`src/npecs_pkg.sv`:
```
// Constants, types and register map of the NAND sequencing host controller.
package npecs_pkg;

	// Clock rate and pin timing, turned into clock cycles.
	localparam int CLK_MHZ        = 250;
	localparam int T_STROBE_NS    = 30; // Least low and high time of a strobe.
	localparam int T_WB_NS        = 100; // Longest delay before busy shows.
	localparam int STROBE_CYC     = (T_STROBE_NS * CLK_MHZ + 999) / 1000;
	localparam int WB_CYC         = (T_WB_NS * CLK_MHZ + 999) / 1000;
	localparam logic [7:0] STROBE_LAST = 8'(2 * STROBE_CYC - 1);
	localparam logic [7:0] STROBE_HALF = 8'(STROBE_CYC);
	localparam logic [7:0] WB_LAST     = 8'(WB_CYC - 1);

	// Software register byte offsets.
	localparam logic [7:0] REG_CTRL   = 8'h00;
	localparam logic [7:0] REG_COL    = 8'h04;
	localparam logic [7:0] REG_ROW    = 8'h08;
	localparam logic [7:0] REG_DATA   = 8'h0C;
	localparam logic [7:0] REG_STATUS = 8'h10;
	localparam logic [7:0] REG_CONFIG = 8'h14;
	localparam logic [1:0] RESP_OKAY  = 2'h0;
	localparam logic [1:0] RESP_SLVERR = 2'h2;

	// Row layout: page in the low bits, block above.
	localparam int PAGE_BITS = 6;
	localparam logic [15:0] LAST_ROW = 16'hFFFF;

	// Device command codes.
	localparam logic [7:0] CMD_READ     = 8'h00;
	localparam logic [7:0] CMD_READ_GO  = 8'h30;
	localparam logic [7:0] CMD_READ_CB  = 8'h35;
	localparam logic [7:0] CMD_CACHE_RD = 8'h31;
	localparam logic [7:0] CMD_CACHE_END = 8'h3F;
	localparam logic [7:0] CMD_LOAD     = 8'h80;
	localparam logic [7:0] CMD_RANDIN   = 8'h85;
	localparam logic [7:0] CMD_PROG     = 8'h10;
	localparam logic [7:0] CMD_CACHE_PG = 8'h15;
	localparam logic [7:0] CMD_ERASE    = 8'h60;
	localparam logic [7:0] CMD_ERASE_GO = 8'hD0;
	localparam logic [7:0] CMD_STATUS   = 8'h70;

	// Status byte bit positions.
	localparam int SR_FAIL      = 0;
	localparam int SR_PREV_FAIL = 1;
	localparam int SR_IDLE      = 5;
	localparam int SR_CACHE_RDY = 6;

	// Operations that software starts through the control register.
	typedef enum logic [3:0] {
		OP_READ, OP_READ_CB, OP_CACHE_SEQ, OP_CACHE_END, OP_PROG_SETUP,
		OP_RAND_IN, OP_DIN, OP_DOUT, OP_PROG_CONF, OP_CACHE_CONF,
		OP_ERASE, OP_STATUS, OP_CB_PROG
	} npecs_op_e;

	// Control pins towards the flash die.
	typedef struct packed {
		logic cle;
		logic ale;
		logic ceN;
		logic weN;
		logic reN;
		logic wpN;
	} npecs_pins_s;

endpackage

```
`src/npecs_host.sv`:
```
// Host controller that drives program, erase and cache flows of a NAND die.
//
// The register addresses and the AXI4-Lite register port were chosen for this implementation.
`timescale 1ns/100ps
// What this block does
// - Cache reads are refused until a page read or copy-back read has been done.
// - Before a cache read, status is polled until cache-ready reads one.
// - A sequential cache read is refused on the last page of the device.
// - Program load is 80h, four address cycles, then data cycles.
// - Completion shows on ready/busy or bit 6; bit 0 then gives pass/fail.
// - Copy-back: 00h, address, 35h, then 85h with destination, then 10h.
// - All pages of one cache program sequence stay in one block.
// - After ending with 15h, bit 5 is polled before a page read, copy-back read, erase or cache read.
// - Erase is 60h, block address cycles, then D0h starts erase.
// - Third and fourth address cycles carry page low, block high.
module npecs_host
	import npecs_pkg::*;
(
	input  wire logic                   clk_sys,
	input  wire logic                   rst_n,
	input  wire logic [7:0]             sAwaddr,
	input  wire logic                   sAwvalid,
	output logic                        sAwready,
	input  wire logic [31:0]            sWdata,
	input  wire logic [3:0]             sWstrb,
	input  wire logic                   sWvalid,
	output logic                        sWready,
	output logic [1:0]                  sBresp,
	output logic                        sBvalid,
	input  wire logic                   sBready,
	input  wire logic [7:0]             sAraddr,
	input  wire logic                   sArvalid,
	output logic                        sArready,
	output logic [31:0]                 sRdata,
	output logic [1:0]                  sRresp,
	output logic                        sRvalid,
	input  wire logic                   sRready,
	output npecs_pkg::npecs_pins_s      nandPins,
	input  wire logic [7:0]             dqIn,
	output logic [7:0]                  dqOut,
	output logic                        dqOe,
	input  wire logic                   readyBusyOutN
);
	import npecs_pkg::*;

	typedef enum logic [3:0] {
		S_IDLE, S_POLL_CMD, S_POLL_RD, S_CMD1, S_ADDR, S_CMD2, S_WB,
		S_WAITRB, S_ST_CMD, S_ST_RD, S_DIN, S_DOUT
	} npecs_state_e;

	npecs_state_e state;
	npecs_op_e    op;
	logic [11:0]  colAddr;
	logic [15:0]  rowAddr;
	logic [7:0]   dataReg;
	logic [7:0]   statusByte;
	logic         wpEnable;
	logic         refused;
	logic         readDone;
	logic         cacheActive;
	logic         cachePend;
	logic [9:0]   cacheBlk;
	logic [7:0]   cnt;
	logic [1:0]   addrIdx;
	logic         pollBit5;
	logic         go;
	logic         wrHit;
	logic         stepDone;
	logic [7:0]   cmd1;
	logic [7:0]   cmd2;
	logic         hasAddr;
	logic         hasCmd2;
	logic         waitsRb;
	logic [1:0]   addrFirst;
	logic [1:0]   addrLast;
	logic         needPoll5;
	logic         isCacheRd;
	logic         refuse;
	logic [7:0]   addrByte;
	npecs_op_e    reqOp;

	////////////////////////////////////////////////////////////////////////
	// Register bus slave.

	// Write address and data are taken together while no response waits.
	assign sAwready = sAwvalid && sWvalid && !sBvalid;
	assign sWready  = sAwready;
	assign wrHit    = sAwready;
	assign sArready = !sRvalid;
	assign reqOp    = npecs_op_e'(sWdata[3:0]);
	assign go       = wrHit && sAwaddr == REG_CTRL && sWstrb[0];

	// Write responses; a control write while busy, a status write or a write above the config offset errors.
	always_ff @(posedge clk_sys or negedge rst_n) begin
		if (!rst_n) begin
			sBvalid <= 1'b0;
			sBresp  <= RESP_OKAY;
		end else if (wrHit) begin
			sBvalid <= 1'b1;
			if (sAwaddr == REG_CTRL && state != S_IDLE)
				sBresp <= RESP_SLVERR;
			else if (sAwaddr == REG_STATUS || sAwaddr > REG_CONFIG)
				sBresp <= RESP_SLVERR;
			else
				sBresp <= RESP_OKAY;
		end else if (sBready) begin
			sBvalid <= 1'b0;
		end
	end

	// Plain software registers.
	always_ff @(posedge clk_sys or negedge rst_n) begin
		if (!rst_n) begin
			colAddr  <= 12'h000;
			rowAddr  <= 16'h0000;
			wpEnable <= 1'b0;
		end else if (wrHit) begin
			if (sAwaddr == REG_COL)
				colAddr <= sWdata[11:0];
			if (sAwaddr == REG_ROW)
				rowAddr <= sWdata[15:0];
			if (sAwaddr == REG_CONFIG)
				wpEnable <= sWdata[0];
		end
	end

	// Read data; the status word shows sequencer flags, the die's last status byte and the ready/busy pin.
	always_ff @(posedge clk_sys or negedge rst_n) begin
		if (!rst_n) begin
			sRvalid <= 1'b0;
			sRdata  <= 32'h0000_0000;
			sRresp  <= RESP_OKAY;
		end else if (sArvalid && sArready) begin
			sRvalid <= 1'b1;
			sRresp  <= RESP_OKAY;
			case (sAraddr)
				REG_CTRL:   sRdata <= {28'h0000000, op};
				REG_COL:    sRdata <= {20'h00000, colAddr};
				REG_ROW:    sRdata <= {16'h0000, rowAddr};
				REG_DATA:   sRdata <= {24'h000000, dataReg};
				REG_STATUS: sRdata <= {14'h0000, cachePend, readyBusyOutN,
					statusByte, 4'h0, cacheActive, readDone, refused,
					state != S_IDLE};
				REG_CONFIG: sRdata <= {31'h00000000, wpEnable};
				default: begin
					sRdata <= 32'h0000_0000;
					sRresp <= RESP_SLVERR;
				end
			endcase
		end else if (sRready) begin
			sRvalid <= 1'b0;
		end
	end

	////////////////////////////////////////////////////////////////////////
	// Operation decode.

	// Command codes and address cycles of each operation.
	always_comb begin
		cmd1      = CMD_READ;
		cmd2      = CMD_READ_GO;
		hasAddr   = 1'b1;
		hasCmd2   = 1'b0;
		waitsRb   = 1'b0;
		addrFirst = 2'd0;
		addrLast  = 2'd3;
		case (op)
			OP_READ: begin
				hasCmd2 = 1'b1;
				waitsRb = 1'b1;
			end
			OP_READ_CB: begin
				cmd2    = CMD_READ_CB;
				hasCmd2 = 1'b1;
				waitsRb = 1'b1;
			end
			OP_CACHE_SEQ: begin
				cmd1    = CMD_CACHE_RD;
				hasAddr = 1'b0;
				waitsRb = 1'b1;
			end
			OP_CACHE_END: begin
				cmd1    = CMD_CACHE_END;
				hasAddr = 1'b0;
				waitsRb = 1'b1;
			end
			OP_PROG_SETUP: cmd1 = CMD_LOAD;
			OP_CB_PROG:    cmd1 = CMD_RANDIN;
			OP_RAND_IN: begin
				cmd1     = CMD_RANDIN;
				addrLast = 2'd1;
			end
			OP_PROG_CONF: begin
				cmd1    = CMD_PROG;
				hasAddr = 1'b0;
				waitsRb = 1'b1;
			end
			OP_CACHE_CONF: begin
				cmd1    = CMD_CACHE_PG;
				hasAddr = 1'b0;
				waitsRb = 1'b1;
			end
			OP_ERASE: begin
				cmd1      = CMD_ERASE;
				cmd2      = CMD_ERASE_GO;
				hasCmd2   = 1'b1;
				waitsRb   = 1'b1;
				addrFirst = 2'd2;
			end
			default: hasAddr = 1'b0;
		endcase
	end

	// Row cycles carry page bits low and block bits high.
	always_comb begin
		case (addrIdx)
			2'd0:    addrByte = colAddr[7:0];
			2'd1:    addrByte = {4'h0, colAddr[11:8]};
			2'd2:    addrByte = rowAddr[7:0];
			default: addrByte = rowAddr[15:8];
		endcase
	end

	// Checks made when software starts an operation.
	assign isCacheRd = reqOp == OP_CACHE_SEQ || reqOp == OP_CACHE_END;
	assign needPoll5 = cachePend && (reqOp == OP_READ ||
		reqOp == OP_READ_CB || reqOp == OP_ERASE || isCacheRd);
	assign refuse = (isCacheRd && !readDone) ||
		(reqOp == OP_CACHE_SEQ && rowAddr == LAST_ROW) ||
		(reqOp == OP_PROG_SETUP && cacheActive &&
		rowAddr[15:PAGE_BITS] != cacheBlk);
	assign stepDone = cnt == STROBE_LAST;

	////////////////////////////////////////////////////////////////////////
	// Sequencer.

	// Walks command, address, data, busy wait and status steps.
	always_ff @(posedge clk_sys or negedge rst_n) begin
		if (!rst_n) begin
			state    <= S_IDLE;
			op       <= OP_STATUS;
			cnt      <= 8'h00;
			addrIdx  <= 2'd0;
			pollBit5 <= 1'b0;
			refused  <= 1'b0;
		end else begin
			// The busy wait runs past one strobe step, so it keeps counting.
			cnt <= (state == S_IDLE || (stepDone && state != S_WB)) ?
				8'h00 : cnt + 8'h01;
			case (state)
				S_IDLE: if (go) begin
					op       <= reqOp;
					refused  <= refuse;
					pollBit5 <= needPoll5;
					addrIdx  <= (reqOp == OP_ERASE) ? 2'd2 : 2'd0;
					if (refuse)
						state <= S_IDLE;
					else if (needPoll5 || isCacheRd)
						state <= S_POLL_CMD;
					else if (reqOp == OP_DIN)
						state <= S_DIN;
					else if (reqOp == OP_DOUT)
						state <= S_DOUT;
					else if (reqOp == OP_STATUS)
						state <= S_ST_CMD;
					else
						state <= S_CMD1;
				end
				S_POLL_CMD: if (stepDone)
					state <= S_POLL_RD;
				S_POLL_RD: if (stepDone) begin
					// The byte taken mid-strobe decides; the bus is released now.
					if (pollBit5 ? statusByte[SR_IDLE] :
						statusByte[SR_CACHE_RDY]) begin
						if (pollBit5 && (op == OP_CACHE_SEQ ||
							op == OP_CACHE_END)) begin
							pollBit5 <= 1'b0;
						end else begin
							pollBit5 <= 1'b0;
							state    <= S_CMD1;
						end
					end
				end
				S_CMD1: if (stepDone) begin
					if (hasAddr) begin
						state   <= S_ADDR;
						addrIdx <= addrFirst;
					end else
						state <= waitsRb ? S_WB : S_IDLE;
				end
				S_ADDR: if (stepDone) begin
					addrIdx <= addrIdx + 2'd1;
					if (addrIdx == addrLast)
						state <= hasCmd2 ? S_CMD2 : S_IDLE;
				end
				S_CMD2: if (stepDone)
					state <= waitsRb ? S_WB : S_IDLE;
				S_WB: if (cnt == WB_LAST)
					state <= S_WAITRB;
				S_WAITRB: begin
					cnt <= 8'h00;
					if (readyBusyOutN)
						state <= (op == OP_PROG_CONF || op == OP_ERASE ||
							op == OP_CACHE_CONF) ? S_ST_CMD : S_IDLE;
				end
				S_ST_CMD: if (stepDone)
					state <= S_ST_RD;
				default: if (stepDone)
					state <= S_IDLE;
			endcase
		end
	end

	// Sequence flags that guard cache read and cache program ordering.
	always_ff @(posedge clk_sys or negedge rst_n) begin
		if (!rst_n) begin
			readDone    <= 1'b0;
			cacheActive <= 1'b0;
			cachePend   <= 1'b0;
			cacheBlk    <= 10'h000;
		end else if (state == S_POLL_RD && stepDone && pollBit5 &&
			statusByte[SR_IDLE]) begin
			cachePend <= 1'b0;
		end else if (state == S_CMD1 && stepDone) begin
			case (op)
				OP_READ, OP_READ_CB: readDone <= 1'b1;
				OP_PROG_SETUP: begin
					readDone <= 1'b0;
					if (!cacheActive)
						cacheBlk <= rowAddr[15:PAGE_BITS];
				end
				OP_ERASE, OP_CB_PROG: readDone <= 1'b0;
				OP_CACHE_CONF: begin
					cacheActive <= 1'b1;
					cachePend   <= 1'b1;
				end
				OP_PROG_CONF: begin
					cacheActive <= 1'b0;
					cachePend   <= 1'b0;
				end
				default: readDone <= readDone;
			endcase
		end
	end

	// Bytes read back from the die: status or page data.
	always_ff @(posedge clk_sys or negedge rst_n) begin
		if (!rst_n) begin
			statusByte <= 8'h00;
			dataReg    <= 8'h00;
		end else begin
			// A software write to the data register never drops a status byte.
			if (cnt == STROBE_HALF && (state == S_ST_RD || state == S_POLL_RD))
				statusByte <= dqIn;
			if (wrHit && sAwaddr == REG_DATA && sWstrb[0])
				dataReg <= sWdata[7:0];
			else if (cnt == STROBE_HALF && state == S_DOUT)
				dataReg <= dqIn;
		end
	end

	////////////////////////////////////////////////////////////////////////
	// Pin drivers, registered one cycle behind the sequencer.

	// Strobes go low for the first half of each step and high for the rest.
	always_ff @(posedge clk_sys or negedge rst_n) begin
		if (!rst_n) begin
			nandPins <= '{cle: 1'b0, ale: 1'b0, ceN: 1'b1, weN: 1'b1,
				reN: 1'b1, wpN: 1'b0};
			dqOut    <= 8'h00;
			dqOe     <= 1'b0;
		end else begin
			nandPins.wpN <= wpEnable;
			nandPins.ceN <= state == S_IDLE;
			nandPins.cle <= state == S_CMD1 || state == S_CMD2 ||
				state == S_ST_CMD || state == S_POLL_CMD;
			nandPins.ale <= state == S_ADDR;
			nandPins.weN <= !((state == S_CMD1 || state == S_CMD2 ||
				state == S_ADDR || state == S_DIN || state == S_ST_CMD ||
				state == S_POLL_CMD) && cnt < STROBE_HALF);
			nandPins.reN <= !((state == S_ST_RD || state == S_POLL_RD ||
				state == S_DOUT) && cnt < STROBE_HALF);
			dqOe <= state == S_CMD1 || state == S_CMD2 || state == S_ADDR ||
				state == S_DIN || state == S_ST_CMD || state == S_POLL_CMD;
			case (state)
				S_CMD1:   dqOut <= cmd1;
				S_CMD2:   dqOut <= cmd2;
				S_ADDR:   dqOut <= addrByte;
				S_DIN:    dqOut <= dataReg;
				default:  dqOut <= CMD_STATUS;
			endcase
		end
	end

endmodule

```
`config.mk`:
```
export PLATFORM = sky130hd
export DESIGN_NAME = npecs_host
export DESIGN_NICKNAME = d
export VERILOG_FILES = /design/src/npecs_pkg.sv /design/src/npecs_host.sv
export SDC_FILE = /design/constraint.sdc
export NUM_CORES = 1
export LEC_CHECK = 0
export BUFFER_PORTS_ARGS = -buffer_cell sky130_fd_sc_hd__buf_2
export CAP_MARGIN = 25
export CORE_MARGIN = 4
export CORE_UTILIZATION = 42
export CTS_BUF_LIST = sky130_fd_sc_hd__clkbuf_8
export DETAILED_ROUTE_END_ITERATION = 16
export PLACE_DENSITY_LB_ADDON = 0.2
export SLEW_MARGIN = 5
export SYNTH_ARGS = -nofsm -noshare
export SYNTH_HDL_FRONTEND = slang
export SYNTH_SLANG_ARGS = --single-unit
```
`constraint.sdc`:
```
create_clock -name clk_sys -period 2.62 [get_ports clk_sys]
set_input_delay 0 -clock clk_sys [delete_from_list [all_inputs] [get_ports clk_sys]]
set_output_delay 0 -clock clk_sys [all_outputs]
set_load 0.03 [all_outputs]
```
==> results.json <==
{
  "dr_total_vias": 5249,
  "period_share_pct": 90.3,
  "max_cap_violations": 0,
  "r2r_cells": 6,
  "p_per_area_nw_per_um2": 735,
  "ys_ff_latch": 115,
  "synthCells": 594,
  "yosysWarnings": 0,
  "yosysMostFrequentCell": "dfrtp_1",
  "cp_data_required_time_ns": 2.94,
  "hold_buffers": 38,
  "cts_tree": "built",
  "hp-start": "sArvalid",
  "fin_nets": 797,
  "worstMarginPinSlew_ns": 0.676,
  "dp_hpwl_mm": 12.7,
  "grt_setup_unrepaired": "no",
  "start_kind": "register",
  "worstPathCellList": "nor4_2, buf_4, nor2_1, o21ai_0, a41oi_1, dlygate4sd3_1",
  "power.leakage_uw": 0.00347,
  "hold_violations": 0,
  "cts-resized-gates": 0,
  "globalRoute.totalOverflow": 0,
  "timing.slew.headroom_pct": 54.5,
  "via_per_inst": 5.71,
  "ant_nets": 0,
  "cts.sinks": 115,
  "finalMaxSlewViolations": 0,
  "drive_above_1_share_pct": 29.5,
  "drt_iter0_drc": 323,
  "fin_crit_ns": 2.37,
  "yosysTopAreaCell": "dfrtp_1",
  "r2r-start": "state[3]$_DFFE_PN0P_",
  "num_antenna_cells": 0,
  "setup_viol_count_final": 0,
  "post_cts_buffers": 0,
  "synth-main-ff-cell": "dfrtp_1",
  "fmax_ghz": 0.422,
  "coreArea_sq_um": 14500,
  "grt_usage_pct": 21.5,
  "crit_fanout": 20,
  "synthXorXnorAreaFrac_pct": 2.69,
  "worstHoldPathCells": 4,
  "grt_antenna_before_repair": 0,
  "synthMuxAreaShare_pct": 11.9,
  "synth_top_area_share_pct": 44.2,
  "synth_edf_count": 0,
  "rows": 44,
  "synth_top_family_by_area": "simple AND/OR/NAND/NOR gates",
  "final.setup.tns_ns": 0,
  "status": "complete, no violations",
  "dieArea_sq_um": 16700,
  "cts_buffer_depth": 2,
  "grt_max_degree": 48,
  "hold_class": "primary input to register",
  "die_w_um": 129,
  "synth_area_sq_um": 6180,
  "gp_congestion": 0.898,
  "synthTopCellsByArea": "dfrtp_1 (44%), mux2_2 (9.7%), nand2_1 (2.8%)",
  "io_buffer_count": 88,
  "cp.arrival_ns": 2.69,
  "grt_pass1_wl_mm": 27.7,
  "syn_to_final_growth_pct": 22.8,
  "fin_hold_ws_ns": 0.0377,
  "synthTopCellsByCount": "dfrtp_1 (109), mux2_2 (53), nand2_1 (46)",
  "endpoint_kind": "register",
  "wl_per_cell_um": 19.1,
  "design_power_total_uw": 5570,
  "ys_seq_area_share_pct": 46.7,
  "hold_end": "sRdata[0]$_DFFE_PN0P_",
  "io_pins": 124,
  "clkTransAtPathRegs_ns": 0.07,
  "firstDrtPassIters": 5,
  "start_util_pct": 42.7,
  "post-route-drc-count": 0,
  "clockRootBuffer": "clkbuf_8",
  "reg2reg_slack_ns": 0.25,
  "synthAdderAreaFrac_pct": 1.22,
  "htree_levels": 4,
  "cp_slowest_cell": "dfrtp_1",
  "synth_area_per_cell_sq_um": 10.4,
  "nFillCells": 1296,
  "wirelength_mm": 17.6,
  "synth_cell_type_count": 70,
  "irDropWorstVdd_uv": 634,
  "fin_skew_ns": 0.0123,
  "synth-compound-area-share_pct": 15.8,
  "reg2reg_to": "sBresp[1]$_DFFE_PN0P_",
  "grt_pass1_vias": 5213,
  "yosys.area_share.simple_pct": 16.2,
  "cts_buffers": 17,
  "synthArstFlopShare_pct": 100,
  "critPathMaxStageDelay_ns": 0.61,
  "die_h_um": 129,
  "worstSetupPathType": "register to register",
  "clock_latency_ns": 0.45
}
-- cells in the final DEF (no fill, tap or decap), types with 8 or more instances in the layout --
master / n
nor3_1: 10
conb_1: 16
a21oi_1: 27
nand4_1: 10
buf_2: 87
nand3_1: 10
a31oi_1: 8
dlygate4sd3_1: 38
inv_1: 14
nand2_1: 46
a222oi_1: 9
nor2_1: 40
xnor2_1: 17
mux2_2: 53
o21ai_0: 31
nand2b_1: 8
buf_4: 23
mux2i_1: 14
clkbuf_8: 20
nor2b_1: 14
dfrtp_1: 109
-- sequential cells by signal, summed over array words and instances (netlist names), 2 cells and up --
signal / count
cnt: 8
statusByte: 8
dqOut: 8
op: 4
colAddr: 12
state: 4
dataReg: 8
rowAddr: 16
sRdata: 18
addrIdx: 2
nandPins: 6
cacheBlk: 10
-- layout make-up --
class                   count  area [sq um]  area share [%]
multi-input cells         428          3020            39.9
flip-flops and latches    115          2890            38.1
repair buffers            148           988            13.0
clock buffers              20           275            3.63
well taps                 184           230            3.04
clock inverters            12           131            1.73
inverters                  13          48.8           0.644
-- logic make-up (layout without fill, tap and decap cells) --
logic type,count (synthesis),in the layout
DFF,115,115
muxes,67,67
AOI/OAI and AO/OA,141,141
other,1,16
and+or+nand+nor,179,179
adders and majority gates,6,6
buffers and inverters,66,193
xor gates and xnor gates,19,19
-- power breakdown --
part | total (uW) | switching [uW] | leakage, uW | internal, uW
logic | 1650 | 1010 | 0.00174 | 633
registers | 2250 | 249 | 0.00154 | 2000
clock network | 1680 | 760 | 0.000191 | 918
-- per-stage QoR --
step | setup WS [ns] | cell area (sq um) | utilization, % | instances
6_report | 0.253 | 7580 | 52.4 | 920
5_1_grt | 0.139 | 7580 | 52.4 | 920
4_1_cts | 0.287 | 7580 | 52.4 | 920
3_5_place_dp | 0.340 | 6790 | 46.9 | 850
3_3_place_gp | 0.433 | 6790 | 46.9 | 850
2_1_floorplan | 0.538 | 6230 | - | 609
-- routing by layer --
layer	global-route usage, %	wire length, um
met1	29.7	8020
met2	32.8	7950
met3	4.37	1110
met4	9.45	483
met5	0	0
-- worst max path at each step --
stage                               startpoint                 endpoint  slack [ns]
after floorplan            sBvalid$_DFFE_PN0P_  rowAddr[10]$_DFFE_PN0P_        0.54
after global placement    state[0]$_DFFE_PN0P_     state[3]$_DFFE_PN0P_        0.43
after detailed placement  state[0]$_DFFE_PN0P_     state[1]$_DFFE_PN0P_        0.34
after CTS                 state[0]$_DFFE_PN0P_    sBresp[1]$_DFFE_PN0P_        0.29
after global routing      state[0]$_DFFE_PN0P_    sBresp[1]$_DFFE_PN0P_        0.14
final                     state[3]$_DFFE_PN0P_    sBresp[1]$_DFFE_PN0P_        0.25
-- critical path, delay by kind of cell (launching register included) --
family / cells / cell delay, ns
buf+inv: 2 / 0.86
compound gates: 2 / 0.30
flops: 1 / 0.61
simple gates: 2 / 0.47
Power figures use the tool's default switching activity.
